### config.mk
export PLATFORM = sky130hd
export DESIGN_NAME = comparator_control_logic
export DESIGN_NICKNAME = d
export VERILOG_FILES = /design/src/rtl/cmp_pkg.sv /design/src/rtl/sync3.sv /design/src/rtl/mode_lut.sv /design/src/rtl/comparator_control_logic.sv
export SDC_FILE = /design/constraint.sdc
export NUM_CORES = 1
export LEC_CHECK = 0
export BUFFER_PORTS_ARGS = -buffer_cell sky130_fd_sc_hd__buf_4
export CAP_MARGIN = 20
export CORE_MARGIN = 4
export CORE_UTILIZATION = 24
export CTS_CLUSTER_DIAMETER = 40
export DETAILED_ROUTE_END_ITERATION = 10
export PLACE_DENSITY_LB_ADDON = 0.12
export SYNTH_ARGS = -nofsm -noshare
export SYNTH_HDL_FRONTEND = slang
export SYNTH_SLANG_ARGS = --single-unit
### constraint.sdc
create_clock -name clk -period 2.4 [get_ports clk]
set_clock_uncertainty 0.05 [all_clocks]
set_input_delay 0.72 -clock clk [delete_from_list [all_inputs] [get_ports clk]]
set_output_delay 0.72 -clock clk [all_outputs]
set_load 0.02 [all_outputs]
### src/rtl/cmp_pkg.sv
package cmp_pkg;

  // Bus geometry: every register holds one aligned 32-bit word
  localparam int ADDR_W = 12;
  localparam int DATA_W = 32;
  localparam int IDX_W  = 10;

  // Register indices; the byte address is four times the index
  localparam logic [IDX_W-1:0] CTRL_IDX       = 10'h019;
  localparam logic [IDX_W-1:0] REF_IDX        = 10'h099;
  localparam logic [IDX_W-1:0] DIR_IDX        = 10'h085;
  localparam logic [IDX_W-1:0] PORT_IDX       = 10'h005;
  localparam logic [IDX_W-1:0] IRQ_STATUS_IDX = 10'h00c;
  localparam logic [IDX_W-1:0] IRQ_SET_IDX    = 10'h00d;
  localparam logic [IDX_W-1:0] IRQ_MASK_IDX   = 10'h08c;

  localparam logic [ADDR_W-1:0] CTRL_ADDR       = {CTRL_IDX, 2'b00};
  localparam logic [ADDR_W-1:0] REF_ADDR        = {REF_IDX, 2'b00};
  localparam logic [ADDR_W-1:0] DIR_ADDR        = {DIR_IDX, 2'b00};
  localparam logic [ADDR_W-1:0] PORT_ADDR       = {PORT_IDX, 2'b00};
  localparam logic [ADDR_W-1:0] IRQ_STATUS_ADDR = {IRQ_STATUS_IDX, 2'b00};
  localparam logic [ADDR_W-1:0] IRQ_SET_ADDR    = {IRQ_SET_IDX, 2'b00};
  localparam logic [ADDR_W-1:0] IRQ_MASK_ADDR   = {IRQ_MASK_IDX, 2'b00};

  // Control register fields
  localparam int CTRL_RESULT_BIT = 6;
  localparam int CTRL_INVERT_BIT = 4;
  localparam int CTRL_SWITCH_BIT = 3;
  localparam int MODE_W          = 3;
  localparam int CTRL_STORE_W    = 5;
  localparam logic [CTRL_STORE_W-1:0] CTRL_RESET = 5'h00;

  // Mode codes in which the input switch steers the negative node
  localparam logic [MODE_W-1:0] MODE_SWITCH_A = 3'h6;
  localparam logic [MODE_W-1:0] MODE_SWITCH_B = 3'h5;

  // Reference control fields
  localparam int REF_EN_BIT    = 7;
  localparam int REF_RANGE_BIT = 5;
  localparam int LEVEL_W       = 4;
  localparam logic [7:0] REF_RESET   = 8'h00;
  localparam logic [7:0] REF_WR_MASK = 8'haf;

  // Port pins, direction and the comparator output pin
  localparam int PORT_W      = 6;
  localparam int OUT_PIN_IDX = 2;
  localparam logic [PORT_W-1:0] DIR_RESET  = 6'h3f;
  localparam logic [PORT_W-1:0] PORT_RESET = 6'h00;

  // Interrupt status and mask layout
  localparam int IRQ_EVENT_BIT = 3;
  localparam logic [7:0] IRQ_IMPL_MASK = 8'h08;
  localparam logic [7:0] IRQ_RESET     = 8'h00;

  // Compare node selection codes
  localparam logic [1:0] SEL_POS_PIN = 2'h0;
  localparam logic [1:0] SEL_NEG_PIN = 2'h1;
  localparam logic [1:0] SEL_REF     = 2'h2;
  localparam logic [1:0] SEL_NONE    = 2'h3;

  // Mode table entry: on, drives pin, uses ref, pos sel, neg sel, analog pins
  localparam int ENTRY_W     = 10;
  localparam int E_ON        = 9;
  localparam int E_PIN_OUT   = 8;
  localparam int E_USE_REF   = 7;
  localparam int E_POS_LSB   = 5;
  localparam int E_NEG_LSB   = 3;
  localparam int ANALOG_W    = 3;
  localparam logic [8*ENTRY_W-1:0] MODE_TABLE_DEFAULT = {
    10'b0_0_0_11_11_000,  // 111 comparator off, pins digital
    10'b1_0_1_10_01_011,  // 110 reference vs switched pin
    10'b1_1_1_10_01_011,  // 101 reference vs switched pin, pin out
    10'b1_0_1_10_01_010,  // 100 reference vs negative pin
    10'b1_1_1_10_01_010,  // 011 reference vs negative pin, pin out
    10'b1_0_0_00_01_011,  // 010 two pins
    10'b1_1_0_00_01_011,  // 001 two pins, pin out
    10'b0_0_0_11_11_111   // 000 reset, all analog
  };

  // Bus slave phases
  typedef enum {BUS_IDLE, BUS_ANSWER} bus_state_t;

endpackage

### src/rtl/sync3.sv
`timescale 1ns/1ps
`default_nettype none
module sync3 #(
  parameter int WIDTH = 1
) (
  // Clock and reset
  input  wire logic             clk,
  input  wire logic             rst,
  // Asynchronous level in, filtered level out
  input  wire logic [WIDTH-1:0] async_in,
  output logic      [WIDTH-1:0] level_out
);

  logic [WIDTH-1:0] s1_reg;
  logic [WIDTH-1:0] s2_reg;
  logic [WIDTH-1:0] s3_reg;
  logic [WIDTH-1:0] level_reg;
  logic [WIDTH-1:0] level_next;

  // A bit moves only once the second and third stages agree
  always_comb begin
    for (int i = 0; i < WIDTH; i++) begin
      level_next[i] = (s2_reg[i] == s3_reg[i]) ? s2_reg[i] : level_reg[i];
    end
  end

  // First stage feeds only the second to keep metastability contained
  always_ff @(posedge clk or posedge rst) begin
    if (rst) begin
      s1_reg    <= '0;
      s2_reg    <= '0;
      s3_reg    <= '0;
      level_reg <= '0;
    end else begin
      s1_reg    <= async_in;
      s2_reg    <= s1_reg;
      s3_reg    <= s2_reg;
      level_reg <= level_next;
    end
  end

  assign level_out = level_reg;

endmodule
`default_nettype wire

### src/rtl/mode_lut.sv
`timescale 1ns/1ps
`default_nettype none
module mode_lut #(
  parameter logic [8*cmp_pkg::ENTRY_W-1:0] TABLE = cmp_pkg::MODE_TABLE_DEFAULT
) (
  // Mode code in
  input  wire logic [cmp_pkg::MODE_W-1:0]   mode,
  // Decoded routing
  output logic                              comp_on,
  output logic                              pin_out,
  output logic                              use_ref,
  output logic      [1:0]                   pos_sel,
  output logic      [1:0]                   neg_sel,
  output logic      [cmp_pkg::ANALOG_W-1:0] analog_pins
);

  logic [cmp_pkg::ENTRY_W-1:0] entry;

  // Table is a parameter so a part variant can remap modes without RTL edits
  always_comb begin
    entry       = TABLE[mode*cmp_pkg::ENTRY_W +: cmp_pkg::ENTRY_W];
    comp_on     = entry[cmp_pkg::E_ON];
    pin_out     = entry[cmp_pkg::E_PIN_OUT];
    use_ref     = entry[cmp_pkg::E_USE_REF];
    pos_sel     = entry[cmp_pkg::E_POS_LSB +: 2];
    neg_sel     = entry[cmp_pkg::E_NEG_LSB +: 2];
    analog_pins = entry[cmp_pkg::ANALOG_W-1:0];
  end

endmodule
`default_nettype wire

### src/rtl/comparator_control_logic.sv
// What this block does
// - Raw result is high when positive node exceeds negative node, else low.
// - Software result bit equals raw result forced low in modes 000 and 111, complemented when invert bit set.
// - Result bit sits at control bit 6, read-only, writes ignored.
// - Mode field is three bits at control bits 2 to 0, eight modes.
// - In modes 110 and 101 the switch bit picks the negative node source.
// - Output-capable modes drive the result onto the pin unsynchronised.
// - In output modes the pin direction bit acts as the pin driver enable.
// - Port data reads return zero for every pin configured as analog.
// - Internal reference feeds a comparator input in four modes only.
// - Reference has range bit and 4-bit level code; range set means low range.
// - Result change sets the event flag; software clears it or sets it by hand.
// - Any control register access ends the mismatch so the flag can clear.
// - Reset forces mode 000 and switches the reference off.
//
// Implementation choice: the Avalon-MM slave port.
`timescale 1ns/1ps
`default_nettype none
module comparator_control_logic #(
  parameter logic [8*cmp_pkg::ENTRY_W-1:0] MODE_TABLE = cmp_pkg::MODE_TABLE_DEFAULT
) (
  // Clock and reset
  input  wire logic                          clk,
  input  wire logic                          rst,
  // Avalon-MM slave
  input  wire logic [cmp_pkg::ADDR_W-1:0]    avs_address,
  input  wire logic                          avs_read,
  input  wire logic                          avs_write,
  input  wire logic [cmp_pkg::DATA_W-1:0]    avs_writedata,
  input  wire logic [3:0]                    avs_byteenable,
  output logic      [cmp_pkg::DATA_W-1:0]    avs_readdata,
  output logic                               avs_waitrequest,
  // Analog comparator core and reference ladder
  input  wire logic                          compare_raw_in,
  output logic                               comparator_enable,
  output logic      [1:0]                    positive_compare_node_sel,
  output logic      [1:0]                    negative_compare_node_sel,
  output logic                               reference_enable,
  output logic                               reference_range_bit,
  output logic      [cmp_pkg::LEVEL_W-1:0]   reference_level_code,
  // Port pins and comparator output pin
  input  wire logic [cmp_pkg::PORT_W-1:0]    port_pins_in,
  output logic                               compare_output_pin_out,
  output logic                               compare_output_pin_oe_n,
  // Interrupt
  output logic                               irq
);

  // Register state
  logic [cmp_pkg::CTRL_STORE_W-1:0] ctrl_reg;
  logic [cmp_pkg::CTRL_STORE_W-1:0] ctrl_next;
  logic [7:0]                       ref_reg;
  logic [7:0]                       ref_next;
  logic [cmp_pkg::PORT_W-1:0]       dir_reg;
  logic [cmp_pkg::PORT_W-1:0]       dir_next;
  logic [cmp_pkg::PORT_W-1:0]       port_latch_reg;
  logic [cmp_pkg::PORT_W-1:0]       port_latch_next;
  logic [7:0]                       status_reg;
  logic [7:0]                       status_next;
  logic [7:0]                       mask_reg;
  logic [7:0]                       mask_next;

  // Bus slave state
  cmp_pkg::bus_state_t              bus_state_reg;
  cmp_pkg::bus_state_t              bus_state_next;
  logic [cmp_pkg::DATA_W-1:0]       rdata_reg;
  logic [cmp_pkg::DATA_W-1:0]       rdata_next;
  logic                             wait_reg;
  logic                             wait_next;

  // Comparator result state
  logic                             result_reg;
  logic                             result_next;
  logic                             seen_reg;
  logic                             seen_next;

  // Registered outputs toward the analog side, the pin and the interrupt line
  logic                             comp_on_reg;
  logic                             comp_on_next;
  logic [1:0]                       pos_sel_reg;
  logic [1:0]                       pos_sel_next;
  logic [1:0]                       neg_sel_reg;
  logic [1:0]                       neg_sel_next;
  logic                             ref_en_reg;
  logic                             ref_en_next;
  logic                             pin_mode_reg;
  logic                             pin_mode_next;
  logic                             oe_n_reg;
  logic                             oe_n_next;
  logic                             irq_reg;
  logic                             irq_next;

  // Wires
  logic                             raw_sync;
  logic [cmp_pkg::PORT_W-1:0]       pins_sync;
  logic                             lut_on;
  logic                             lut_pin_out;
  logic                             lut_use_ref;
  logic [1:0]                       lut_pos_sel;
  logic [1:0]                       lut_neg_sel;
  logic [cmp_pkg::ANALOG_W-1:0]     lut_analog;
  logic                             do_access;
  logic                             do_write;
  logic                             wr_lane;
  logic [7:0]                       wbyte;
  logic [cmp_pkg::MODE_W-1:0]       mode;
  logic [cmp_pkg::PORT_W-1:0]       analog_mask;

  // Comparator result and port pins come from another domain
  sync3 #(.WIDTH(1)) u_raw_sync (
    .clk       (clk),
    .rst       (rst),
    .async_in  (compare_raw_in),
    .level_out (raw_sync)
  );

  sync3 #(.WIDTH(cmp_pkg::PORT_W)) u_pin_sync (
    .clk       (clk),
    .rst       (rst),
    .async_in  (port_pins_in),
    .level_out (pins_sync)
  );

  // Mode decode
  mode_lut #(.TABLE(MODE_TABLE)) u_mode_lut (
    .mode        (mode),
    .comp_on     (lut_on),
    .pin_out     (lut_pin_out),
    .use_ref     (lut_use_ref),
    .pos_sel     (lut_pos_sel),
    .neg_sel     (lut_neg_sel),
    .analog_pins (lut_analog)
  );

  // Common decode terms; a request completes on the edge where wait is low
  assign mode        = ctrl_reg[cmp_pkg::MODE_W-1:0];
  assign do_access   = (avs_read | avs_write) & ~wait_reg;
  assign do_write    = avs_write & ~wait_reg;
  assign wr_lane     = avs_byteenable[0];
  assign wbyte       = avs_writedata[7:0];
  assign analog_mask = {{(cmp_pkg::PORT_W-cmp_pkg::ANALOG_W){1'b0}}, lut_analog};

  // Bus handshake: one wait state, then the answer
  always_comb begin
    bus_state_next = bus_state_reg;
    wait_next      = 1'b1;
    rdata_next     = rdata_reg;
    case (bus_state_reg)
      cmp_pkg::BUS_IDLE: begin
        if (avs_read | avs_write) begin
          bus_state_next = cmp_pkg::BUS_ANSWER;
          wait_next      = 1'b0;
          rdata_next     = '0;
          if (!avs_read) begin
            rdata_next = '0;
          end else if (avs_address == cmp_pkg::CTRL_ADDR) begin
            rdata_next[7:0] = {1'b0, result_reg, 1'b0, ctrl_reg};
          end else if (avs_address == cmp_pkg::REF_ADDR) begin
            rdata_next[7:0] = ref_reg;
          end else if (avs_address == cmp_pkg::DIR_ADDR) begin
            rdata_next[cmp_pkg::PORT_W-1:0] = dir_reg;
          end else if (avs_address == cmp_pkg::PORT_ADDR) begin
            rdata_next[cmp_pkg::PORT_W-1:0] = pins_sync & ~analog_mask;
          end else if (avs_address == cmp_pkg::IRQ_STATUS_ADDR) begin
            rdata_next[7:0] = status_reg;
          end else if (avs_address == cmp_pkg::IRQ_MASK_ADDR) begin
            rdata_next[7:0] = mask_reg;
          end else begin
            rdata_next = '0;
          end
        end
      end
      cmp_pkg::BUS_ANSWER: begin
        bus_state_next = cmp_pkg::BUS_IDLE;
      end
      default: begin
        bus_state_next = cmp_pkg::BUS_IDLE;
      end
    endcase
  end

  always_ff @(posedge clk or posedge rst) begin
    if (rst) begin
      bus_state_reg <= cmp_pkg::BUS_IDLE;
      wait_reg      <= 1'b1;
      rdata_reg     <= '0;
    end else begin
      bus_state_reg <= bus_state_next;
      wait_reg      <= wait_next;
      rdata_reg     <= rdata_next;
    end
  end

  // Software registers; writes land only on the completing edge, low lane
  always_comb begin
    ctrl_next       = ctrl_reg;
    ref_next        = ref_reg;
    dir_next        = dir_reg;
    port_latch_next = port_latch_reg;
    mask_next       = mask_reg;
    if (do_write && wr_lane) begin
      if (avs_address == cmp_pkg::CTRL_ADDR) begin
        ctrl_next = wbyte[cmp_pkg::CTRL_STORE_W-1:0];
      end else if (avs_address == cmp_pkg::REF_ADDR) begin
        ref_next = wbyte & cmp_pkg::REF_WR_MASK;
      end else if (avs_address == cmp_pkg::DIR_ADDR) begin
        dir_next = wbyte[cmp_pkg::PORT_W-1:0];
      end else if (avs_address == cmp_pkg::PORT_ADDR) begin
        port_latch_next = wbyte[cmp_pkg::PORT_W-1:0];
      end else if (avs_address == cmp_pkg::IRQ_MASK_ADDR) begin
        mask_next = wbyte & cmp_pkg::IRQ_IMPL_MASK;
      end
    end
  end

  always_ff @(posedge clk or posedge rst) begin
    if (rst) begin
      ctrl_reg       <= cmp_pkg::CTRL_RESET;
      ref_reg        <= cmp_pkg::REF_RESET;
      dir_reg        <= cmp_pkg::DIR_RESET;
      port_latch_reg <= cmp_pkg::PORT_RESET;
      mask_reg       <= cmp_pkg::IRQ_RESET;
    end else begin
      ctrl_reg       <= ctrl_next;
      ref_reg        <= ref_next;
      dir_reg        <= dir_next;
      port_latch_reg <= port_latch_next;
      mask_reg       <= mask_next;
    end
  end

  // Result bit, mismatch tracking and the sticky event flag.
  // A change caught in the same edge as a clear still sets the flag.
  always_comb begin
    // Core reports high when the positive node is above the negative one
    result_next = (lut_on & raw_sync) ^ ctrl_reg[cmp_pkg::CTRL_INVERT_BIT];
    seen_next   = seen_reg;
    if (do_access && avs_address == cmp_pkg::CTRL_ADDR) begin
      seen_next = result_reg;
    end
    status_next = status_reg;
    if (do_write && wr_lane && avs_address == cmp_pkg::IRQ_STATUS_ADDR) begin
      status_next = status_reg & ~(wbyte & cmp_pkg::IRQ_IMPL_MASK);
    end
    if (do_write && wr_lane && avs_address == cmp_pkg::IRQ_SET_ADDR) begin
      status_next = status_next | (wbyte & cmp_pkg::IRQ_IMPL_MASK);
    end
    if (result_reg != seen_reg) begin
      status_next[cmp_pkg::IRQ_EVENT_BIT] = 1'b1;
    end
    irq_next = |(status_reg & mask_reg);
  end

  always_ff @(posedge clk or posedge rst) begin
    if (rst) begin
      result_reg <= 1'b0;
      seen_reg   <= 1'b0;
      status_reg <= cmp_pkg::IRQ_RESET;
      irq_reg    <= 1'b0;
    end else begin
      result_reg <= result_next;
      seen_reg   <= seen_next;
      status_reg <= status_next;
      irq_reg    <= irq_next;
    end
  end

  // Routing toward the analog core and the pin driver
  always_comb begin
    comp_on_next  = lut_on;
    pos_sel_next  = lut_pos_sel;
    neg_sel_next  = lut_neg_sel;
    if (mode == cmp_pkg::MODE_SWITCH_A || mode == cmp_pkg::MODE_SWITCH_B) begin
      neg_sel_next = ctrl_reg[cmp_pkg::CTRL_SWITCH_BIT] ?
                     cmp_pkg::SEL_POS_PIN : cmp_pkg::SEL_NEG_PIN;
    end
    // Ladder powers up only when enabled and the mode consumes it
    ref_en_next   = ref_reg[cmp_pkg::REF_EN_BIT] & lut_use_ref;
    pin_mode_next = lut_pin_out;
    // Direction bit clear enables the driver; analog pins never drive
    oe_n_next     = dir_reg[cmp_pkg::OUT_PIN_IDX] |
                    analog_mask[cmp_pkg::OUT_PIN_IDX];
  end

  always_ff @(posedge clk or posedge rst) begin
    if (rst) begin
      comp_on_reg  <= 1'b0;
      pos_sel_reg  <= cmp_pkg::SEL_NONE;
      neg_sel_reg  <= cmp_pkg::SEL_NONE;
      ref_en_reg   <= 1'b0;
      pin_mode_reg <= 1'b0;
      oe_n_reg     <= 1'b1;
    end else begin
      comp_on_reg  <= comp_on_next;
      pos_sel_reg  <= pos_sel_next;
      neg_sel_reg  <= neg_sel_next;
      ref_en_reg   <= ref_en_next;
      pin_mode_reg <= pin_mode_next;
      oe_n_reg     <= oe_n_next;
    end
  end

  // Outputs
  assign avs_readdata              = rdata_reg;
  assign avs_waitrequest           = wait_reg;
  assign comparator_enable         = comp_on_reg;
  assign positive_compare_node_sel = pos_sel_reg;
  assign negative_compare_node_sel = neg_sel_reg;
  assign reference_enable          = ref_en_reg;
  assign reference_range_bit       = ref_reg[cmp_pkg::REF_RANGE_BIT];
  assign reference_level_code      = ref_reg[cmp_pkg::LEVEL_W-1:0];
  assign compare_output_pin_oe_n   = oe_n_reg;
  assign irq                       = irq_reg;

  // Pin path bypasses the synchroniser so the pin follows the core with
  // only gate delay; the price is that it may glitch near the threshold
  assign compare_output_pin_out = pin_mode_reg ?
         ((comp_on_reg & compare_raw_in) ^ ctrl_reg[cmp_pkg::CTRL_INVERT_BIT]) :
         port_latch_reg[cmp_pkg::OUT_PIN_IDX];

endmodule
`default_nettype wire

==> results.sh, run 1 <==
export IMPL_drive_above_1_share_pct=40.50
export IMPL_cp_num_buf_inv=2
export IMPL_design_area_um2=3989
export IMPL_dp_final_hpwl_um=5446
export IMPL_syn_area_um2=3052
export IMPL_cp_end_kind="flip-flop"
export IMPL_clkTransAtPathRegs_ns=0.06
export IMPL_die_w_um=120.8
export IMPL_cts_resized=0
export IMPL_hp_class="flip-flop to flip-flop"
export IMPL_grt_max_degree=26
export IMPL_largest_register_ffs=8
export IMPL_die_h_um=120.8
export IMPL_synth_seq_cells=69
export IMPL_clk_latency_ns=0.32
export IMPL_slew_headroom_pct=64.72
export IMPL_outcome="finished, final reports clean"
export IMPL_dpl_cell_area_um2=3676
export IMPL_critPathRequiredTime_ns=2.61
export IMPL_drtIter0Drc=99
export IMPL_coreArea_um2=12210
export IMPL_syn_area_per_cell_um2=12.46
export IMPL_clockBufferDepth=2
export IMPL_worstPathCellList="buf_4 -> or4b_4 -> buf_4 -> or3_1 -> a221oi_2 -> a221o_1"
export IMPL_io_buffer_count=53
export IMPL_crit_arrival_ns=2.34
export IMPL_start_util_pct=24.99
export IMPL_hold_viol_final=0
export IMPL_met1_usage_pct=13.85
export IMPL_crit_type="input pin to flip-flop"
export IMPL_syn_instance_count=245
export IMPL_cp_start_kind="input pin"
export IMPL_ir_drop_v=0.0004633
export IMPL_finalCritPeriodShare_pct=88.87
export IMPL_synth_flop_cell="dfrtp_1"
export IMPL_first_global_vias=2052
export IMPL_drt_vias_per_instance=4.070
export IMPL_io_pins=106
export IMPL_grt_setup_unrepaired="no"
export IMPL_finalWorstSetupSlack_ns=0.2672
export IMPL_power_density_nw_per_um2=694.8
export IMPL_slowest_stage="or4b_4"
export IMPL_dp_slack_ns=-0.07259
export IMPL_die_area_um2=14580
export IMPL_met3_usage_pct=4.069
export IMPL_wl_per_cell_um=14.82
export IMPL_globalRouteOverflowTotal=0
export IMPL_n_antenna_cell=0
export IMPL_grt_pass1_wl_um=11500
export IMPL_ys_warn_count=0
export IMPL_synthArstFlopShare_pct=100.0
export IMPL_cts_sinks=69
export IMPL_first_pass_iters=4
export IMPL_netlist_cell_type_count=51
export IMPL_clockRootBuffer="clkbuf_16"
export IMPL_cts_tree="done"
export IMPL_numCtsBuffers=9
export IMPL_slew_violations=0
export IMPL_fmax_mhz=468.9
export IMPL_cts_setup_buffers=0
export IMPL_gp_congestion=0.8198
export IMPL_grt_usage_pct=10.37
export IMPL_fin_util_pct=32.66
export IMPL_ant_nets=0
export IMPL_cpPeakStageDelay_ns=0.53
export IMPL_drt_total_wl_um=7246
export IMPL_fin_crit_ns=2.133
export IMPL_crit_family="simple AND/OR/NAND/NOR gates"
export IMPL_finalSetupViolCount=0
export IMPL_antenna_found_initial=0
export IMPL_drcViolationCount=0
export IMPL_leakagePower_uw=0.001813
export IMPL_syn_to_final_growth_pct=30.71
export IMPL_use_met2_pct=15.68
export IMPL_postCtsHoldBufs=0
export IMPL_grt_busiest_layer="met2"
export IMPL_num_rows=40
export IMPL_synth_edff_count=0
export IMPL_yosysSeqAreaShare_pct=57.07
export IMPL_cp_max_fo=4
export IMPL_layout_nets=380
export IMPL_max_cap_violations=0
export IMPL_h_tree_depth=3
export IMPL_worst_pin_slew_ns=0.5282
export IMPL_vias=1990
export IMPL_cpMostUsedCell="buf_4"
placed cells by master (no fill, tap or decap), drive strengths merged, types with 2 or more instances in the layout:
master	count
buf	71
dfrtp	57
conb	24
mux2	21
nand2	19
clkbuf	13
dfstp	12
nor2	7
inv	7
o21ai	7
nand3	7
maj3	7
a21oi	6
ha	5
nor3	5
a32o	4
nand2b	4
nor2b	3
and4bb	3
xnor2	3
o22ai	3
mux2i	3
or2	3
and3b	2
clkinvlp	2
o2111ai	2
nor4	2
cell usage after synthesis, types with 2 or more instances:
cell type / n / area, um2
nand2_1: 19 / 71.32
o21ai_0: 7 / 35.03
ha_1: 5 / 62.56
buf_4: 28 / 210.2
dfrtp_1: 57 / 1426
nor2_1: 7 / 26.28
nor3_1: 3 / 15.01
dfstp_2: 12 / 315.3
o22ai_1: 3 / 18.77
maj3_1: 7 / 70.07
mux2_2: 20 / 225.2
a32o_1: 4 / 40.04
and3b_1: 2 / 17.52
inv_1: 8 / 30.03
mux2i_1: 3 / 30.03
xnor2_1: 3 / 26.28
clkbuf_1: 4 / 15.01
a21oi_1: 6 / 30.03
nand3_1: 7 / 35.03
nand2b_1: 4 / 25.02
and4bb_2: 3 / 37.54
o2111ai_1: 2 / 17.52
nor2b_1: 3 / 18.77
final timing paths:
path	start	endpoint	slack [ns]	depth (start not counted)
min reg2reg	u_pin_sync.s1_reg[2]	u_pin_sync.s2_reg[2]	0.29	0
min in group asynchronous	rst	u_pin_sync.s2_reg[1]	0.39	2
min	u_pin_sync.s1_reg[2]	u_pin_sync.s2_reg[2]	0.29	0
max in group asynchronous	rst	dir_reg[3]	1.34	3
max reg2reg	avs_waitrequest	ctrl_reg[4]	0.66	4
max	avs_address[5]	avs_readdata[3]	0.27	6
worst register-to-register path, delay by kind of cell, from the launching register on:
family	cells	cell delay, ns
and+or+nand+nor	3	0.61
muxes	1	0.37
DFF	1	0.59
cell families (layout without fill, tap and decap cells):
logic type                 after synthesis  after routing  share of synthesized area (%)
DFF                                     69             69                          57.07
and+or+nand+nor                         63             63                          12.92
buffers and inverters                   42             95                          8.651
AOI/OAI and AO/OA                       31             31                          7.299
muxes                                   24             24                          8.733
adders and majority gates               12             12                          4.346
xor gates and xnor gates                 3              3                         0.8612
other                                    1             24                         0.1229
power breakdown:
part           total, uW  internal [uW]  leakage, uW  switching [uW]
sequential          1220           1200     0.000850            18.6
combinational        189           73.8     0.000812             115
clock               1360            888     0.000152             474
total               2770           2160      0.00181             608
through the flow:
step / hold slack [ns] / setup TNS, ns / power, uW / instances
final: 0.2946 / 0 / 2771 / 489
after detailed placement: 0.2873 / -0.1179 / 1433 / 473
after floorplan: 0.2812 / 0 / 1365 / 268
after CTS: 0.2987 / 0 / 2824 / 489
after global routing: 0.2976 / 0 / 2902 / 489
after global placement: 0.2864 / -0.1164 / 1431 / 473
routing by layer:
layer  part of all wire [%]  up-vias
met5                      0        -
met4                   0.73        0
met3                    5.7        4
met2                     47       68
met1                     46      975
li1                       -      943
cell type report:
type                    instances  area [um2]
clock buffers                  13       270.3
flip-flops and latches         69        1742
inverters                       8       33.78
well taps                     168       210.2
clock inverters                 3       42.54
fillers                      1249        8223
multi-input cells             157        1132
repair buffers                 71       558.0
Power figures use the tool's default switching activity.
==> run 2: changes to the inputs <==
- SETUP_SLACK_MARGIN: unset -> 0.3
- SLEW_MARGIN: unset -> 30
==> run 2 against run 1 <==
Maximum frequency grew 3.0%. Total power is 2.9% lower. Cell count fell by 0.20%. Sequential share of layout area rose by 0.21 points. Largest power group unchanged. Highest routed layer unchanged.
==> results.sh, run 2 (same netlist as run 1, synthesis figures left out) <==
export IMPL_cts_tree="done"
export IMPL_finalSetupViolCount=0
export IMPL_clockBufferDepth=2
export IMPL_drive_above_1_share_pct=40.94
export IMPL_wl_per_cell_um=14.58
export IMPL_ir_drop_v=0.0003041
export IMPL_drcViolationCount=0
export IMPL_cp_start_kind="input pin"
export IMPL_first_global_vias=2002
export IMPL_leakagePower_uw=0.001795
export IMPL_drt_total_wl_um=7115
export IMPL_die_h_um=120.8
export IMPL_cpPeakStageDelay_ns=0.58
export IMPL_crit_arrival_ns=2.28
export IMPL_globalRouteOverflowTotal=0
export IMPL_cts_sinks=69
export IMPL_grt_max_degree=28
export IMPL_clk_latency_ns=0.32
export IMPL_die_w_um=120.8
export IMPL_hold_viol_final=0
export IMPL_holdPathStages=0
export IMPL_first_pass_iters=4
export IMPL_layout_commonest_cell="buf_4"
export IMPL_dpl_cell_area_um2=3671
export IMPL_grt_pass1_wl_um=11400
export IMPL_critPathRequiredTime_ns=2.61
export IMPL_hp_start="u_pin_sync.s1_reg[4]"
export IMPL_hp_class="flip-flop to flip-flop"
export IMPL_dp_final_hpwl_um=5363
export IMPL_reg2reg_depth=4
export IMPL_outcome="finished, final reports clean"
export IMPL_finalCritPeriodShare_pct=86.29
export IMPL_die_area_um2=14580
export IMPL_postCtsHoldBufs=0
export IMPL_io_pins=106
export IMPL_cp_max_fo=4
export IMPL_slew_headroom_pct=65.48
export IMPL_num_rows=40
export IMPL_start_util_pct=24.99
export IMPL_power_density_nw_per_um2=677.8
export IMPL_slowest_stage="or4b_4"
export IMPL_clockRootBuffer="clkbuf_16"
export IMPL_design_area_um2=3970
export IMPL_vias=1964
export IMPL_dp_slack_ns=-0.02697
export IMPL_grt_usage_pct=10.30
export IMPL_fin_setup_tns_ns=0
export IMPL_most_common_layout_cells="buf_4 (67), dfrtp_1 (57), conb_1 (24)"
export IMPL_ant_nets=0
export IMPL_worstPathCellList="buf_4 -> or4b_4 -> buf_4 -> or3_1 -> a221oi_2 -> a221o_1"
export IMPL_gp_congestion=0.7550
export IMPL_io_buffer_count=53
export IMPL_worst_pin_slew_ns=0.5168
export IMPL_coreArea_um2=12210
export IMPL_slew_violations=0
export IMPL_antenna_found_initial=0
export IMPL_cpMostUsedCell="buf_4"
export IMPL_fin_crit_ns=2.071
export IMPL_cts_setup_buffers=0
export IMPL_grt_setup_unrepaired="no"
export IMPL_fmax_mhz=482.9
export IMPL_clkTransAtPathRegs_ns=0.06
export IMPL_max_cap_violations=0
export IMPL_cp_end_kind="flip-flop"
export IMPL_syn_to_final_growth_pct=30.09
export IMPL_fillers=1270
export IMPL_numCtsBuffers=9
export IMPL_n_antenna_cell=0
export IMPL_drtIter0Drc=55
export IMPL_reg2reg_from="avs_waitrequest"
export IMPL_drt_vias_per_instance=4.025
export IMPL_ff2ff_setup_slack_ns=0.64
export IMPL_cts_resized=2
export IMPL_finalWorstSetupSlack_ns=0.3290
export IMPL_fin_total_pwr_uw=2691
export IMPL_crit_type="input pin to flip-flop"
export IMPL_whs_endpoint="u_pin_sync.s2_reg[4]"
export IMPL_r2r_end="ctrl_reg[0]"
export IMPL_largest_register_ffs=8
export IMPL_layout_nets=379
export IMPL_h_tree_depth=3
run 2: cell types whose count changed in the layout (fill, tap and decap cells not counted), sizes merged:
cell	delta
clkinv	+2
buf	-1
clkbuf	-3
clkinvlp	+1
run 2: how the worst max path moves through the flow:
| stage | end | start | cells after the start | slack [ns] |
|---|---|---|---|---|
| finish | avs_readdata[3] | avs_address[6] | 6 | 0.33 |
| global route | compare_output_pin_out | ctrl_reg[4] | 4 | 0.30 |
| CTS | compare_output_pin_out | compare_raw_in | 5 | 0.31 |
| detailed placement | port_latch_reg[2] | avs_address[6] | 5 | -0.03 |
| global placement | port_latch_reg[2] | avs_address[6] | 5 | -0.02 |
| floorplan | port_latch_reg[2] | avs_address[6] | 4 | 0.19 |
run 2: metal layers:
metal / share of wire [%] / up-vias / wire length, um / track usage (%)
li1: - / 943 / - / -
met2: 47 / 51 / 3376 / 15.37
met4: 0.59 / 0 / 42 / 2.975
met3: 3.9 / 2 / 281 / 3.321
met5: 0 / - / 0 / 0
met1: 48 / 968 / 3414 / 14.29
run 2: report_power, final:
group          leakage (uW)  internal [uW]  switching (uW)
sequential         0.000850           1200            18.4
combinational      0.000807           73.1             115
clock              0.000138            802             482
total               0.00179           2080             615
run 2: critical path, delay by kind of cell:
kind	cells	cell delay, ns
and+or+nand+nor	2	0.90
AOI/OAI and AO/OA	2	0.38
buffers and inverters	2	0.27
run 2: per-stage QoR:
| step | instances | util (%) | hold slack, ns |
|---|---|---|---|
| 4_1_cts | 488 | 32.51 | 0.2945 |
| 3_3_place_gp | 472 | 30.06 | 0.2815 |
| 3_5_place_dp | 472 | 30.06 | 0.2856 |
| 6_report | 488 | 32.51 | 0.2900 |
| 2_1_floorplan | 268 | - | 0.2812 |
| 5_1_grt | 488 | 32.51 | 0.2969 |
run 2: area by class of cell:
type	instances	area, um2	share of cell area [%]
Timing Repair Buffer	70	554.3	13.96
Tap cell	168	210.2	5.295
Inverter	8	33.78	0.8509
Clock buffer	10	229.0	5.767
Sequential cell	69	1742	43.87
Multi-Input combinational cell	157	1137	28.65
Clock inverter	6	63.81	1.607
